$ cat src/rtl/lat_pkg.sv
package lat_pkg;
  // Opcode bytes, the short decrement's top opcode bits, and ModRM reg values.
  localparam logic [7:0] OP_DEC_ADJ_ADD = 8'h27;
  localparam logic [7:0] OP_DEC_ADJ_SUB = 8'h2F;
  localparam logic [7:0] OP_WORD_EXT = 8'h98;
  localparam logic [7:0] OP_FRAME_ENTER = 8'hC8;
  localparam logic [7:0] OP_TWO_BYTE = 8'h0F;
  localparam logic [7:0] OP_CMP_SWAP_B = 8'hB0;
  localparam logic [7:0] OP_CMP_SWAP_W = 8'hB1;
  localparam logic [7:0] OP_GRP3_B = 8'hF6;
  localparam logic [7:0] OP_GRP3_W = 8'hF7;
  localparam logic [7:0] OP_GRP45_B = 8'hFE;
  localparam logic [7:0] OP_GRP45_W = 8'hFF;
  localparam logic [4:0] OP_DEC_SHORT_HI = 5'h09;
  localparam logic [2:0] REG_DEC = 3'h1;
  localparam logic [2:0] REG_UDIV = 3'h6;
  localparam logic [2:0] REG_SDIV = 3'h7;
  // Cycle counts.
  localparam logic [7:0] CYC_ADJUST = 8'h06;
  localparam logic [7:0] CYC_EXTEND = 8'h02;
  localparam logic [7:0] CYC_ENTER_BASE = 8'h0A;
  localparam logic [7:0] CYC_ENTER_L1 = 8'h0D;
  localparam logic [7:0] CYC_ENTER_STEP = 8'h03;
  localparam logic [7:0] CYC_CMP_SWAP = 8'h0B;
  localparam logic [7:0] CYC_DEC = 8'h01;
  localparam logic [7:0] CYC_UDIV_MIN = 8'h0D;
  localparam logic [7:0] CYC_SDIV_MIN = 8'h10;
  localparam logic [7:0] CYC_SDIV_D_MIN = 8'h11;
  localparam logic [7:0] CYC_BYTE_SPAN = 8'h04;
  localparam logic [7:0] CYC_WORD_SPAN = 8'h0C;
  localparam logic [7:0] CYC_DWORD_SPAN = 8'h1C;

  typedef enum logic [1:0] {
    SZ_BYTE = 2'b00,
    SZ_WORD = 2'b01,
    SZ_DWORD = 2'b10
  } op_size_e;

  typedef enum logic [3:0] {
    K_NONE = 4'h0,
    K_ADJ_ADD = 4'h1,
    K_ADJ_SUB = 4'h2,
    K_EXTEND = 4'h3,
    K_ENTER = 4'h4,
    K_UDIV = 4'h5,
    K_SDIV = 4'h6,
    K_CMP_SWAP = 4'h7,
    K_DEC = 4'h8
  } instr_kind_e;

  typedef struct packed {
    logic [7:0] opcode;
    logic [7:0] second;
    logic [7:0] modrm;
    logic [4:0] level;
    logic op32;
    logic [31:0] divisor;
  } fetch_s;

  typedef struct packed {
    instr_kind_e kind;
    logic flags_written;
    logic carry_kept;
    logic [7:0] cycles;
  } result_s;
endpackage : lat_pkg

$ cat src/rtl/div_len.sv
`timescale 1ns/1ns
`default_nettype none
module div_len
  import lat_pkg::*;
(
  // Operand.
  input wire logic [31:0] i_divisor,
  input wire op_size_e i_size,
  input wire logic i_signed,
  // Count.
  output logic [7:0] o_cycles
);
  logic [5:0] width;
  logic [5:0] lead;
  logic [7:0] span;
  logic [7:0] base;
  logic [7:0] extra;
  logic [15:0] prod;

  // Data-dependent count: wide divisors finish early, since fewer
  // quotient bits remain to resolve.
  always_comb begin
    lead = 6'h00;
    for (int i = 0; i < 32; i++) begin
      if (i_divisor[i]) begin
        lead = 6'(i + 1);
      end
    end
    case (i_size)
      SZ_BYTE: begin
        width = 6'h08;
        span = CYC_BYTE_SPAN;
      end
      SZ_WORD: begin
        width = 6'h10;
        span = CYC_WORD_SPAN;
      end
      default: begin
        width = 6'h20;
        span = CYC_DWORD_SPAN;
      end
    endcase
    if (lead > width) begin
      lead = width;
    end
    // bounded by span
    // The product needs 16 bits: a zero dword divisor reaches 32 times 28.
    prod = 16'(width - lead) * 16'(span);
    extra = 8'(prod / 16'(width));
    if (!i_signed) begin
      base = CYC_UDIV_MIN;
    end else if (i_size == SZ_DWORD) begin
      base = CYC_SDIV_D_MIN;
    end else begin
      base = CYC_SDIV_MIN;
    end
    o_cycles = base + extra;
  end
endmodule : div_len
`default_nettype wire

$ cat src/rtl/instr_latency_table_subset.sv
// Notes on behaviour
// - Decimal adjust after add, opcode 27, takes 6 clocks and writes flags.
// - Decimal adjust after subtract, opcode 2F, takes 6 clocks, writes flags.
// - Word to dword extend, opcode 98, takes 2 clocks and keeps flags.
// - Frame entry takes 10 at level 0, 13 at level 1, else 10+L*3 clocks.
// - Unsigned divide takes 13-17, 13-25 or 13-41 clocks by divisor size.
// - Signed divide takes 16-20, 16-28 or 17-45 clocks by divisor size.
// - Compare and swap, both forms, takes 11 clocks and writes flags.
// - Decrement, both forms, takes 1 clock, keeps carry, writes other flags.
`timescale 1ns/1ns
`default_nettype none
module instr_latency_table_subset
  import lat_pkg::*;
(
  // Clock and reset.
  input wire logic i_clk,
  input wire logic i_rst_n,
  // From fetch.
  input wire logic i_valid,
  input wire fetch_s i_fetch,
  output logic o_ready,
  // To execution.
  output logic o_valid,
  output result_s o_result,
  output logic o_busy
);
  result_s dec;
  result_s result;
  result_s next_result;
  logic valid;
  logic next_valid;
  logic [7:0] count;
  logic [7:0] next_count;
  logic [7:0] div_cycles;
  op_size_e size;
  logic [2:0] sub;

  assign sub = i_fetch.modrm[5:3];
  always_comb begin
    if (!i_fetch.opcode[0]) begin
      size = SZ_BYTE;
    end else if (i_fetch.op32) begin
      size = SZ_DWORD;
    end else begin
      size = SZ_WORD;
    end
  end

  div_len div_len_inst (
    .i_divisor(i_fetch.divisor),
    .i_size(size),
    .i_signed(sub == REG_SDIV),
    .o_cycles(div_cycles)
  );

  always_comb begin
    dec = '{kind: K_NONE, flags_written: 1'b0, carry_kept: 1'b0,
      cycles: CYC_DEC};
    case (i_fetch.opcode)
      OP_DEC_ADJ_ADD: begin
        dec = '{K_ADJ_ADD, 1'b1, 1'b0, CYC_ADJUST};
      end
      OP_DEC_ADJ_SUB: begin
        dec = '{K_ADJ_SUB, 1'b1, 1'b0, CYC_ADJUST};
      end
      OP_WORD_EXT: begin
        dec = '{K_EXTEND, 1'b0, 1'b0, CYC_EXTEND};
      end
      OP_FRAME_ENTER: begin
        dec.kind = K_ENTER;
        if (i_fetch.level == 5'h00) begin
          dec.cycles = CYC_ENTER_BASE;
        end else if (i_fetch.level == 5'h01) begin
          dec.cycles = CYC_ENTER_L1;
        end else begin
          dec.cycles = CYC_ENTER_BASE
            + 8'({3'h0, i_fetch.level} * CYC_ENTER_STEP);
        end
      end
      OP_TWO_BYTE: begin
        if (i_fetch.second == OP_CMP_SWAP_B
            || i_fetch.second == OP_CMP_SWAP_W) begin
          dec = '{K_CMP_SWAP, 1'b1, 1'b0, CYC_CMP_SWAP};
        end
      end
      OP_GRP3_B, OP_GRP3_W: begin
        if (sub == REG_UDIV || sub == REG_SDIV) begin
          dec.kind = (sub == REG_UDIV) ? K_UDIV : K_SDIV;
          dec.flags_written = 1'b1;
          dec.cycles = div_cycles;
        end
      end
      OP_GRP45_B, OP_GRP45_W: begin
        if (sub == REG_DEC) begin
          dec = '{K_DEC, 1'b1, 1'b1, CYC_DEC};
        end
      end
      default: begin
        if (i_fetch.opcode[7:3] == OP_DEC_SHORT_HI) begin
          dec = '{K_DEC, 1'b1, 1'b1, CYC_DEC};
        end
      end
    endcase
  end

  // A new instruction is taken only when the previous one has run out,
  // so execution never sees overlapping latencies.
  assign o_ready = (count == 8'h00);
  assign o_busy = !o_ready;

  always_comb begin
    next_valid = 1'b0;
    next_result = result;
    next_count = count;
    if (count != 8'h00) begin
      next_count = count - 8'h01;
    end
    if (i_valid && o_ready) begin
      next_valid = 1'b1;
      next_result = dec;
      next_count = dec.cycles - 8'h01;
    end
  end

  always_ff @(posedge i_clk) begin
    if (!i_rst_n) begin
      valid <= 1'b0;
      result <= '{K_NONE, 1'b0, 1'b0, 8'h00};
      count <= 8'h00;
    end else begin
      valid <= next_valid;
      result <= next_result;
      count <= next_count;
    end
  end

  assign o_valid = valid;
  assign o_result = result;

  adj_add_a: assert property (@(posedge i_clk) disable iff (!i_rst_n)
    i_valid && o_ready && i_fetch.opcode == OP_DEC_ADJ_ADD
    |=> o_result.cycles == 8'h06 && o_result.flags_written)
    else $error("adjust add count wrong");
  adj_sub_a: assert property (@(posedge i_clk) disable iff (!i_rst_n)
    i_valid && o_ready && i_fetch.opcode == OP_DEC_ADJ_SUB
    |=> o_busy [*5] ##1 o_ready)
    else $error("adjust subtract busy span wrong");
  extend_len_a: assert property (@(posedge i_clk) disable iff (!i_rst_n)
    i_valid && o_ready && i_fetch.opcode == OP_WORD_EXT
    |=> o_busy ##1 o_ready && !o_result.flags_written)
    else $error("extend latency wrong");
  enter_len_a: assert property (@(posedge i_clk) disable iff (!i_rst_n)
    o_valid && o_result.kind == K_ENTER
    |-> o_result.cycles == (($past(i_fetch.level) == 5'h01) ? 8'h0D
      : 8'(8'h0A + 8'h03 * $past(i_fetch.level))))
    else $error("enter count wrong");
  udiv_range_a: assert property (@(posedge i_clk) disable iff (!i_rst_n)
    o_valid && o_result.kind == K_UDIV |-> o_result.cycles >= 8'h0D
    && o_result.cycles <= 8'h29)
    else $error("unsigned divide out of range");
  sdiv_range_a: assert property (@(posedge i_clk) disable iff (!i_rst_n)
    o_valid && o_result.kind == K_SDIV |-> o_result.cycles >= 8'h10
    && o_result.cycles <= 8'h2D)
    else $error("signed divide out of range");
  swap_len_a: assert property (@(posedge i_clk) disable iff (!i_rst_n)
    o_valid && o_result.kind == K_CMP_SWAP
    |-> o_result.cycles == 8'h0B ##10 o_ready)
    else $error("compare swap latency wrong");
  dec_one_a: assert property (@(posedge i_clk) disable iff (!i_rst_n)
    o_valid && o_result.kind == K_DEC
    |-> o_ready && o_result.carry_kept)
    else $error("decrement not one clock");
  div_byte_a: assert property (@(posedge i_clk) disable iff (!i_rst_n)
    i_valid && o_ready && i_fetch.opcode == OP_GRP3_B
    && (sub == REG_UDIV || sub == REG_SDIV)
    |=> o_result.cycles <= 8'h14)
    else $error("byte divide too long");
  udiv_word_a: assert property (@(posedge i_clk) disable iff (!i_rst_n)
    i_valid && o_ready && i_fetch.opcode == OP_GRP3_W && !i_fetch.op32
    && sub == REG_UDIV |=> o_result.cycles <= 8'h19)
    else $error("word divide too long");
  sdiv_long_a: assert property (@(posedge i_clk) disable iff (!i_rst_n)
    i_valid && o_ready && i_fetch.opcode == OP_GRP3_W && i_fetch.op32
    && sub == REG_SDIV |=> o_result.cycles >= 8'h11)
    else $error("signed dword divide too short");
  swap_flag_a: assert property (@(posedge i_clk) disable iff (!i_rst_n)
    o_valid && o_result.kind == K_CMP_SWAP |-> o_result.flags_written)
    else $error("compare swap flags not written");
  dec_flag_a: assert property (@(posedge i_clk) disable iff (!i_rst_n)
    o_valid && o_result.kind == K_DEC |-> o_result.flags_written)
    else $error("decrement flags not written");

  div_c: cover property (@(posedge i_clk) o_valid && o_result.kind == K_SDIV);
  enter_c: cover property (@(posedge i_clk)
    o_valid && o_result.kind == K_ENTER && o_result.cycles > 8'h0D);
  back_c: cover property (@(posedge i_clk) o_valid ##1 o_valid);
  swap_c: cover property (@(posedge i_clk)
    o_valid && o_result.kind == K_CMP_SWAP);
  udiv_c: cover property (@(posedge i_clk)
    o_valid && o_result.kind == K_UDIV && o_result.cycles > 8'h19);
endmodule : instr_latency_table_subset
`default_nettype wire

$ cat config.mk
export PLATFORM = sky130hd
export DESIGN_NAME = instr_latency_table_subset
export DESIGN_NICKNAME = d
export VERILOG_FILES = /design/src/rtl/lat_pkg.sv /design/src/rtl/div_len.sv /design/src/rtl/instr_latency_table_subset.sv
export SDC_FILE = /design/constraint.sdc
export NUM_CORES = 1
export LEC_CHECK = 0
export CELL_PAD_IN_SITES_DETAIL_PLACEMENT = 1
export CELL_PAD_IN_SITES_GLOBAL_PLACEMENT = 2
export CORE_MARGIN = 8
export CORE_UTILIZATION = 39
export CTS_BUF_LIST = sky130_fd_sc_hd__clkbuf_4 sky130_fd_sc_hd__clkbuf_8
export CTS_CLUSTER_SIZE = 12
export DETAILED_ROUTE_END_ITERATION = 8
export DONT_BUFFER_PORTS = 1
export PLACE_DENSITY = 0.89
export SKIP_LAST_GASP = 1
export SYNTH_ARGS = -nofsm -noshare
export SYNTH_HDL_FRONTEND = slang
export SYNTH_SLANG_ARGS = --single-unit
export TNS_END_PERCENT = 5
$ cat constraint.sdc
create_clock -name i_clk -period 33 [get_ports i_clk]
set_clock_uncertainty 0.15 [all_clocks]
set_input_delay 4.95 -clock i_clk [delete_from_list [all_inputs] [get_ports i_clk]]
set_output_delay 4.95 -clock i_clk [all_outputs]
set_load 0.005 [all_outputs]
==> results of run 1 <==
==> logic make-up (layout without fill, tap and decap cells) <==
kind of cell | Yosys count | count (layout) | synth area share, %
flip-flops | 23 | 23 | 7.70
AND/OR/NAND/NOR | 342 | 342 | 31.1
buffers and inverters | 65 | 109 | 4.48
adder cells (fa/ha/maj) | 96 | 96 | 21.3
XOR/XNOR | 27 | 27 | 3.95
AO/OA/AOI/OAI | 235 | 235 | 27.7
multiplexers | 21 | 21 | 3.81
==> cell type report <==
type | count | area share (%)
inverters | 52 | 2.99
clock buffers | 3 | 0.616
flip-flops and latches | 23 | 6.87
clock inverters | 1 | 0.112
multi-input cells | 721 | 80.0
well taps | 188 | 3.51
repair buffers | 53 | 5.94
==> worst paths after layout <==
check / startpoint / to / slack, ns / cells after the start
max: i_fetch[1] / count[7]$_SDFFE_PN0P_ / 1.94 / 143
min: count[0]$_SDFFE_PN0P_ / count[0]$_SDFFE_PN0P_ / 0.33 / 1
max reg2reg: count[5]$_SDFFE_PN0P_ / count[6]$_SDFFE_PN0P_ / 29.35 / 12
min reg2reg: count[0]$_SDFFE_PN0P_ / count[0]$_SDFFE_PN0P_ / 0.33 / 1
==> registers in the layout, indices dropped and copies added (netlist names) <==
register	count
o_result	14
o_valid	1
count	8
==> per-stage QoR <==
stage / cell area (µm²) / util, %
floorplan: 5980 / -
global placement: 6520 / 43.2
detailed placement: 6520 / 43.2
CTS: 6570 / 43.5
global route: 6700 / 44.4
finish: 6700 / 44.4
==> layout by cell type, fill, tap and decap left out, types with 4 or more instances in the layout <==
| cell | count |
|---|---|
| o21ai_1 | 10 |
| a211oi_1 | 4 |
| a21o_1 | 10 |
| nor2_1 | 94 |
| a31oi_1 | 11 |
| and4_1 | 6 |
| and2_1 | 11 |
| buf_4 | 53 |
| nor2_2 | 4 |
| inv_1 | 51 |
| and3_1 | 9 |
| o31ai_1 | 4 |
| nor4_1 | 11 |
| nor3_1 | 35 |
| o21a_1 | 17 |
| nand4b_1 | 4 |
| xnor2_1 | 18 |
| nor2b_1 | 9 |
| o21ai_2 | 5 |
| or2_2 | 11 |
| xor2_1 | 9 |
| nor3b_1 | 4 |
| or3_1 | 9 |
| a21oi_1 | 59 |
| a211o_1 | 6 |
| nand3_1 | 22 |
| o21ai_0 | 31 |
| ha_1 | 86 |
| nand2b_1 | 18 |
| fa_1 | 10 |
| o211ai_1 | 7 |
| o21bai_1 | 8 |
| dfxtp_1 | 23 |
| nand2_1 | 50 |
| mux2i_1 | 15 |
| nand4_1 | 8 |
| a21oi_2 | 5 |
| a22oi_1 | 4 |
==> worst register-to-register path, stage by stage (launching register included) <==
cell     delay [ns]
dfxtp_1        0.35
nor4_1         0.32
nand2_1        0.20
inv_1          0.17
nand2_1        0.47
or2_2          0.52
nor2_1         0.36
and3_1         0.22
mux2i_1        0.10
nor3b_4        0.18
buf_4          0.15
a31o_2         0.24
a21oi_1        0.15
==> per-layer routing <==
metal / routed length, µm / vias up
met4: 210 / 0
met1: 8130 / 3061
li1: - / 3103
met5: 0 / -
met2: 9740 / 111
met3: 772 / 25
==> timing repair <==
item,4_1_cts,5_1_grt
gates resized for setup,0,30
endpoints found under the setup margin,0,16
buffers inserted,0,4
==> results by group, run 1 <==
Clock tree
  • Clock buffer depth: 2
  • Skew-Pair Late Insertion Delay: 0.27 ns
  • TritonCTS clock tree: built
  • CTS Hold Bufs: 0
  • H-tree depth: 1
  • CTS sink count: 23
  • Clock-pin slew on the worst setup and hold paths: 0.08 ns
  • Clk root buf: clkbuf_8
  • Num CTS Buffers: 3

GRT
  • Global-route usage over all layers: 18.6%
  • GR peak layer: met2
  • Initial antenna violation count: 0
  • Grt total ovfl: 0
  • First-pass GRT wire length: 31700 µm
  • Grt met1 use: 21.1%
  • M2 GR Usage: 36.3%
  • Largest net degree at the start of global routing: 28
  • Met3 usage: 2.67%
  • Vias in the first global route: 6846

Routing
  • Vias: 6300
  • First drt pass iteration count: 5
  • Vias per inst: 6.05
  • ANT nets after route: 0
  • WL/cell: 18.1 µm
  • DR DRC count: 0
  • Routed WL: 18800 µm
  • 1st-iter DRT viols: 279

Synthesis
  • Synth Net Count: 970
  • Primary FF master, synth: dfxtp_1
  • Post-synth ARST share: 0%
  • Post-synth top area share: 18.0%
  • Post-synth top cells: 97 x nor2_1, 86 x ha_1, 64 x a21oi_1, 51 x inv_1, 51 x nand2_1
  • Mapped Avg Cell Area: 7.39 µm²
  • Seq/Total Area, Yosys: 7.70%
  • Yosys warns: 0
  • Count leader, synth: nor2_1
  • Post-synth EDFFs: 0
  • Cell variety after synth: 99
  • Mapped Cells: 809
  • Leading area contributor after synthesis: ha_1
  • Post-synthesis register bit count: 23
  • Post-Synthesis Cell Area: 5980 µm²
  • Area contributors post-synth: ha_1 18%, dfxtp_1 7.7%, nor2_1 6.1%, a21oi_1 5.4%, fa_1 3.3%

Floorplanning
  • CORE AREA: 15100 µm²
  • Initial core utilization: 39.6%
  • Rows: 45
  • DIE WIDTH: 140 µm
  • DIE AREA: 19600 µm²
  • Die span in y: 140 µm
  • I/O pins: 82

Timing
  • Crit share post-route: 94.1%
  • Slew HR: 49.8%
  • Worst hold slack: 0.334 ns
  • # setup viols final: 0
  • Final Hold Fails: 0
  • Pins Over Slew Limit: 0
  • Crit path setup slack, layout: 1.94 ns
  • Clock period minus worst slack: 31.06 ns
  • Maximum clock rate: 32.2 MHz
  • Fin Setup TNS: 0 ns
  • Slew @ Worst Pin: 0.751 ns

Final layout
  • P&R area growth vs syn: 12.0%
  • Register area: 460 µm²
  • Final layout net count: 1015
  • Final std cells w/o fill: 1041
  • Multi-input logic area: 5360 µm²
  • Layout cell share with drive strength beyond 1: 15.1%
  • # diodes: 0
  • Fillers: 1925

Worst setup path
  • Crit path kind: input pin to register
  • Worst setup EP type: register
  • CP Buf/Inv Count: 8
  • CP delay by family, top: compound AO/OA/AOI/OAI gates
  • Req. time, crit path: 33.01 ns
  • CP most frequent cell: ha_1
  • CP Max Fanout: 5
  • Max incr delay on CP: 0.61 ns
  • CP startpoint kind: input pin
  • Crit-path slowest cell: fa_1
  • Critical path arrival: 31.08 ns

Placement
  • Number of placed cells counting well taps: 1033
  • GPL Wtd Cong: 0.826
  • DPL Wire Length: 16000 µm
  • Port buffer count: 0
  • Pre-CTS setup slack: -0.110 ns

Hold path
  • Hold WC Path Type: register to register

Status
  • Status: finished clean

Job
  • Reported max-cap violation count: 0
Power of run 1 is not shown: default switching activity piles up to over one toggle a cycle in this logic, so the estimate is an artifact.
==> run 2: changes to the inputs <==
Settings changed: CORE_UTILIZATION 39 to 30, PLACE_DENSITY 0.89 to 0.73.
==> run 2 against run 1 <==
Cell count rose by 8.9%. Fmax rose by 1.7%. First-iteration DRC count fell by 31%. Design area rose by 2.6%. Worst hold slack got worse by 0.0013 ns. Via count fell by 1.8%. Critical path depth rose by 3. Non-clock buffer count rose by 16. Utilization fell by 9.2 points. Largest cell class unchanged.
==> results by group, run 2 (synthesis gave the netlist of run 1 again) <==
Worst setup path
  • Critical path endpoint: count[7]$_SDFFE_PN0P_
  • CP Max Fanout: 9 (+4)
  • RR Endpoint: count[6]$_SDFFE_PN0P_
  • Worst setup EP type: register
  • Worst reg-to-reg path cell count: 12 (unchanged)
  • R2r setup slk: 29.37 ns (+0.02 ns)
  • Critical Path Start: i_fetch[1]
  • Req. time, crit path: 33.01 ns (about the same)
  • CP most frequent cell: ha_1
  • Critical path arrival: 30.56 ns (-0.52 ns)
  • Worst R2R Start: count[1]$_SDFFE_PN0P_
  • Crit-path slowest cell: fa_2
  • CP startpoint kind: input pin
  • Max incr delay on CP: 0.60 ns (about the same)
  • Crit path kind: input pin to register

Timing
  • Slew @ Worst Pin: 0.778 ns (+0.0271 ns)
  • Crit share post-route: 92.6% (-1.6 points)
  • Maximum clock rate: 32.7 MHz (+1.7%)
  • Final Hold Fails: 0 (unchanged)
  • Fin Setup TNS: 0 ns (unchanged)
  • Pins Over Slew Limit: 0 (unchanged)
  • # setup viols final: 0 (unchanged)
  • Clock period minus worst slack: 30.55 ns (-0.512 ns)
  • Slew HR: 48.0% (-1.8 points)

Clock tree
  • Skew-Pair Late Insertion Delay: 0.27 ns (about the same)
  • Clk root buf: clkbuf_8
  • CTS sink count: 23 (unchanged)
  • Clock buffer depth: 2 (unchanged)
  • TritonCTS clock tree: built
  • Num CTS Buffers: 3 (unchanged)
  • Clock-pin slew on the worst setup and hold paths: 0.08 ns (about the same)
  • H-tree depth: 1 (unchanged)
  • CTS Hold Bufs: 0 (unchanged)

GRT
  • Initial antenna violation count: 0 (unchanged)
  • Grt total ovfl: 0 (unchanged)
  • Largest net degree at the start of global routing: 28 (unchanged)
  • First-pass GRT wire length: 30800 µm (-2.8%)
  • Global-route usage over all layers: 14.7% (-3.9 points)
  • Vias in the first global route: 6536 (-4.5%)

Floorplanning
  • DIE AREA: 24700 µm² (+26%)
  • CORE AREA: 19500 µm² (+29%)
  • DIE WIDTH: 157 µm (+12%)
  • Initial core utilization: 30.6% (-9.0 points)
  • I/O pins: 82 (unchanged)
  • Die span in y: 157 µm (+12%)
  • Rows: 51 (+13%)

Final layout
  • Top reg by flops: o_result
  • Fillers: 2493 (+30%)
  • Most common cell after layout, fill and taps aside: nor2_1
  • Commonest non-fill, non-tap cells in the layout: 94 x nor2_1, 86 x ha_1, 69 x buf_4
  • P&R area growth vs syn: 15.0%
  • # diodes: 0 (unchanged)
  • Layout cell share with drive strength beyond 1: 16.0% (+0.87 points)
  • Final std cells w/o fill: 1134 (+8.9%)
  • Max reg flops: 14 (unchanged)
  • Final layout net count: 1031 (+1.6%)

Placement
  • Port buffer count: 0 (unchanged)
  • Number of placed cells counting well taps: 1128 (+9.2%)
  • GPL Wtd Cong: 0.775 (-6.2%)
  • DPL Wire Length: 15500 µm (-2.9%)

Routing
  • Vias: 6186 (-1.8%)
  • Vias per inst: 5.46 (-9.9%)
  • 1st-iter DRT viols: 192 (-31%)
  • First drt pass iteration count: 4 (-1)
  • ANT nets after route: 0 (unchanged)
  • DR DRC count: 0 (unchanged)
  • WL/cell: 15.9 µm (-12%)
  • Routed WL: 18100 µm (-4.2%)

Hold path
  • WHS Path Cells: 2 (+1)
  • Hold WC Path Type: register to register

Status
  • Status: finished clean

Job
  • Reported max-cap violation count: 0 (unchanged)
run 2: per-layer routing:
metal | vias to the layer above | track usage [%] | routed length, µm
met5 | - | 0 | 0
met4 | 0 | 1.27 | 95
met3 | 10 | 2.74 | 832
met2 | 80 | 25.2 | 8250
met1 | 2956 | 19.4 | 8880
li1 | 3140 | - | -
run 2: cell type report:
class	count	area [µm²]	area share (%)
tap	265	332	4.82
multi-input combinational	721	5320	77.4
inverter	52	200	2.91
sequential	23	460	6.70
timing repair buffer	69	518	7.53
clock buffer	3	41.3	0.600
clock inverter	1	5.00	0.0728
run 2: how the worst min path moves through the flow:
stage                                         from                       end  slack (ns)
after detailed placement  o_result[8]$_SDFFE_PN0P_  o_result[8]$_SDFFE_PN0P_        0.32
after floorplan              count[0]$_SDFFE_PN0P_     count[0]$_SDFFE_PN0P_        0.28
after global placement    o_result[8]$_SDFFE_PN0P_  o_result[8]$_SDFFE_PN0P_        0.32
after CTS                 o_result[8]$_SDFFE_PN0P_  o_result[8]$_SDFFE_PN0P_        0.34
final                     o_result[8]$_SDFFE_PN0P_  o_result[8]$_SDFFE_PN0P_        0.33
after global routing         count[0]$_SDFFE_PN0P_     count[0]$_SDFFE_PN0P_        0.38
run 2: worst max-delay path, delay by kind of cell:
family,cells,cell delay [ns]
AO/OA/AOI/OAI,60,9.78
buffers and inverters,11,1.09
AND/OR/NAND/NOR,48,7.01
adder cells (fa/ha/maj),20,6.05
multiplexers,6,1.53
XOR/XNOR,1,0.13
run 2: metrics by stage:
step	hold slack [ns]	util, %	worst slack (ns)	area (µm²)
finish	0.332	35.2	2.45	6880
global route	0.375	35.2	-0.00221	6880
CTS	0.337	34.8	0.823	6800
detailed placement	0.324	34.6	0.644	6750
global placement	0.321	34.6	0.980	6750
floorplan	0.277	-	2.52	5980
run 2: timing repair:
action | 4_1_cts | 5_1_grt
setup endpoints to repair | 0 | 16
buffers inserted | 0 | 2
endpoints found under the hold margin | 0 | 0
resized for setup | 0 | 22
Power of run 2 is left out for the same reason.
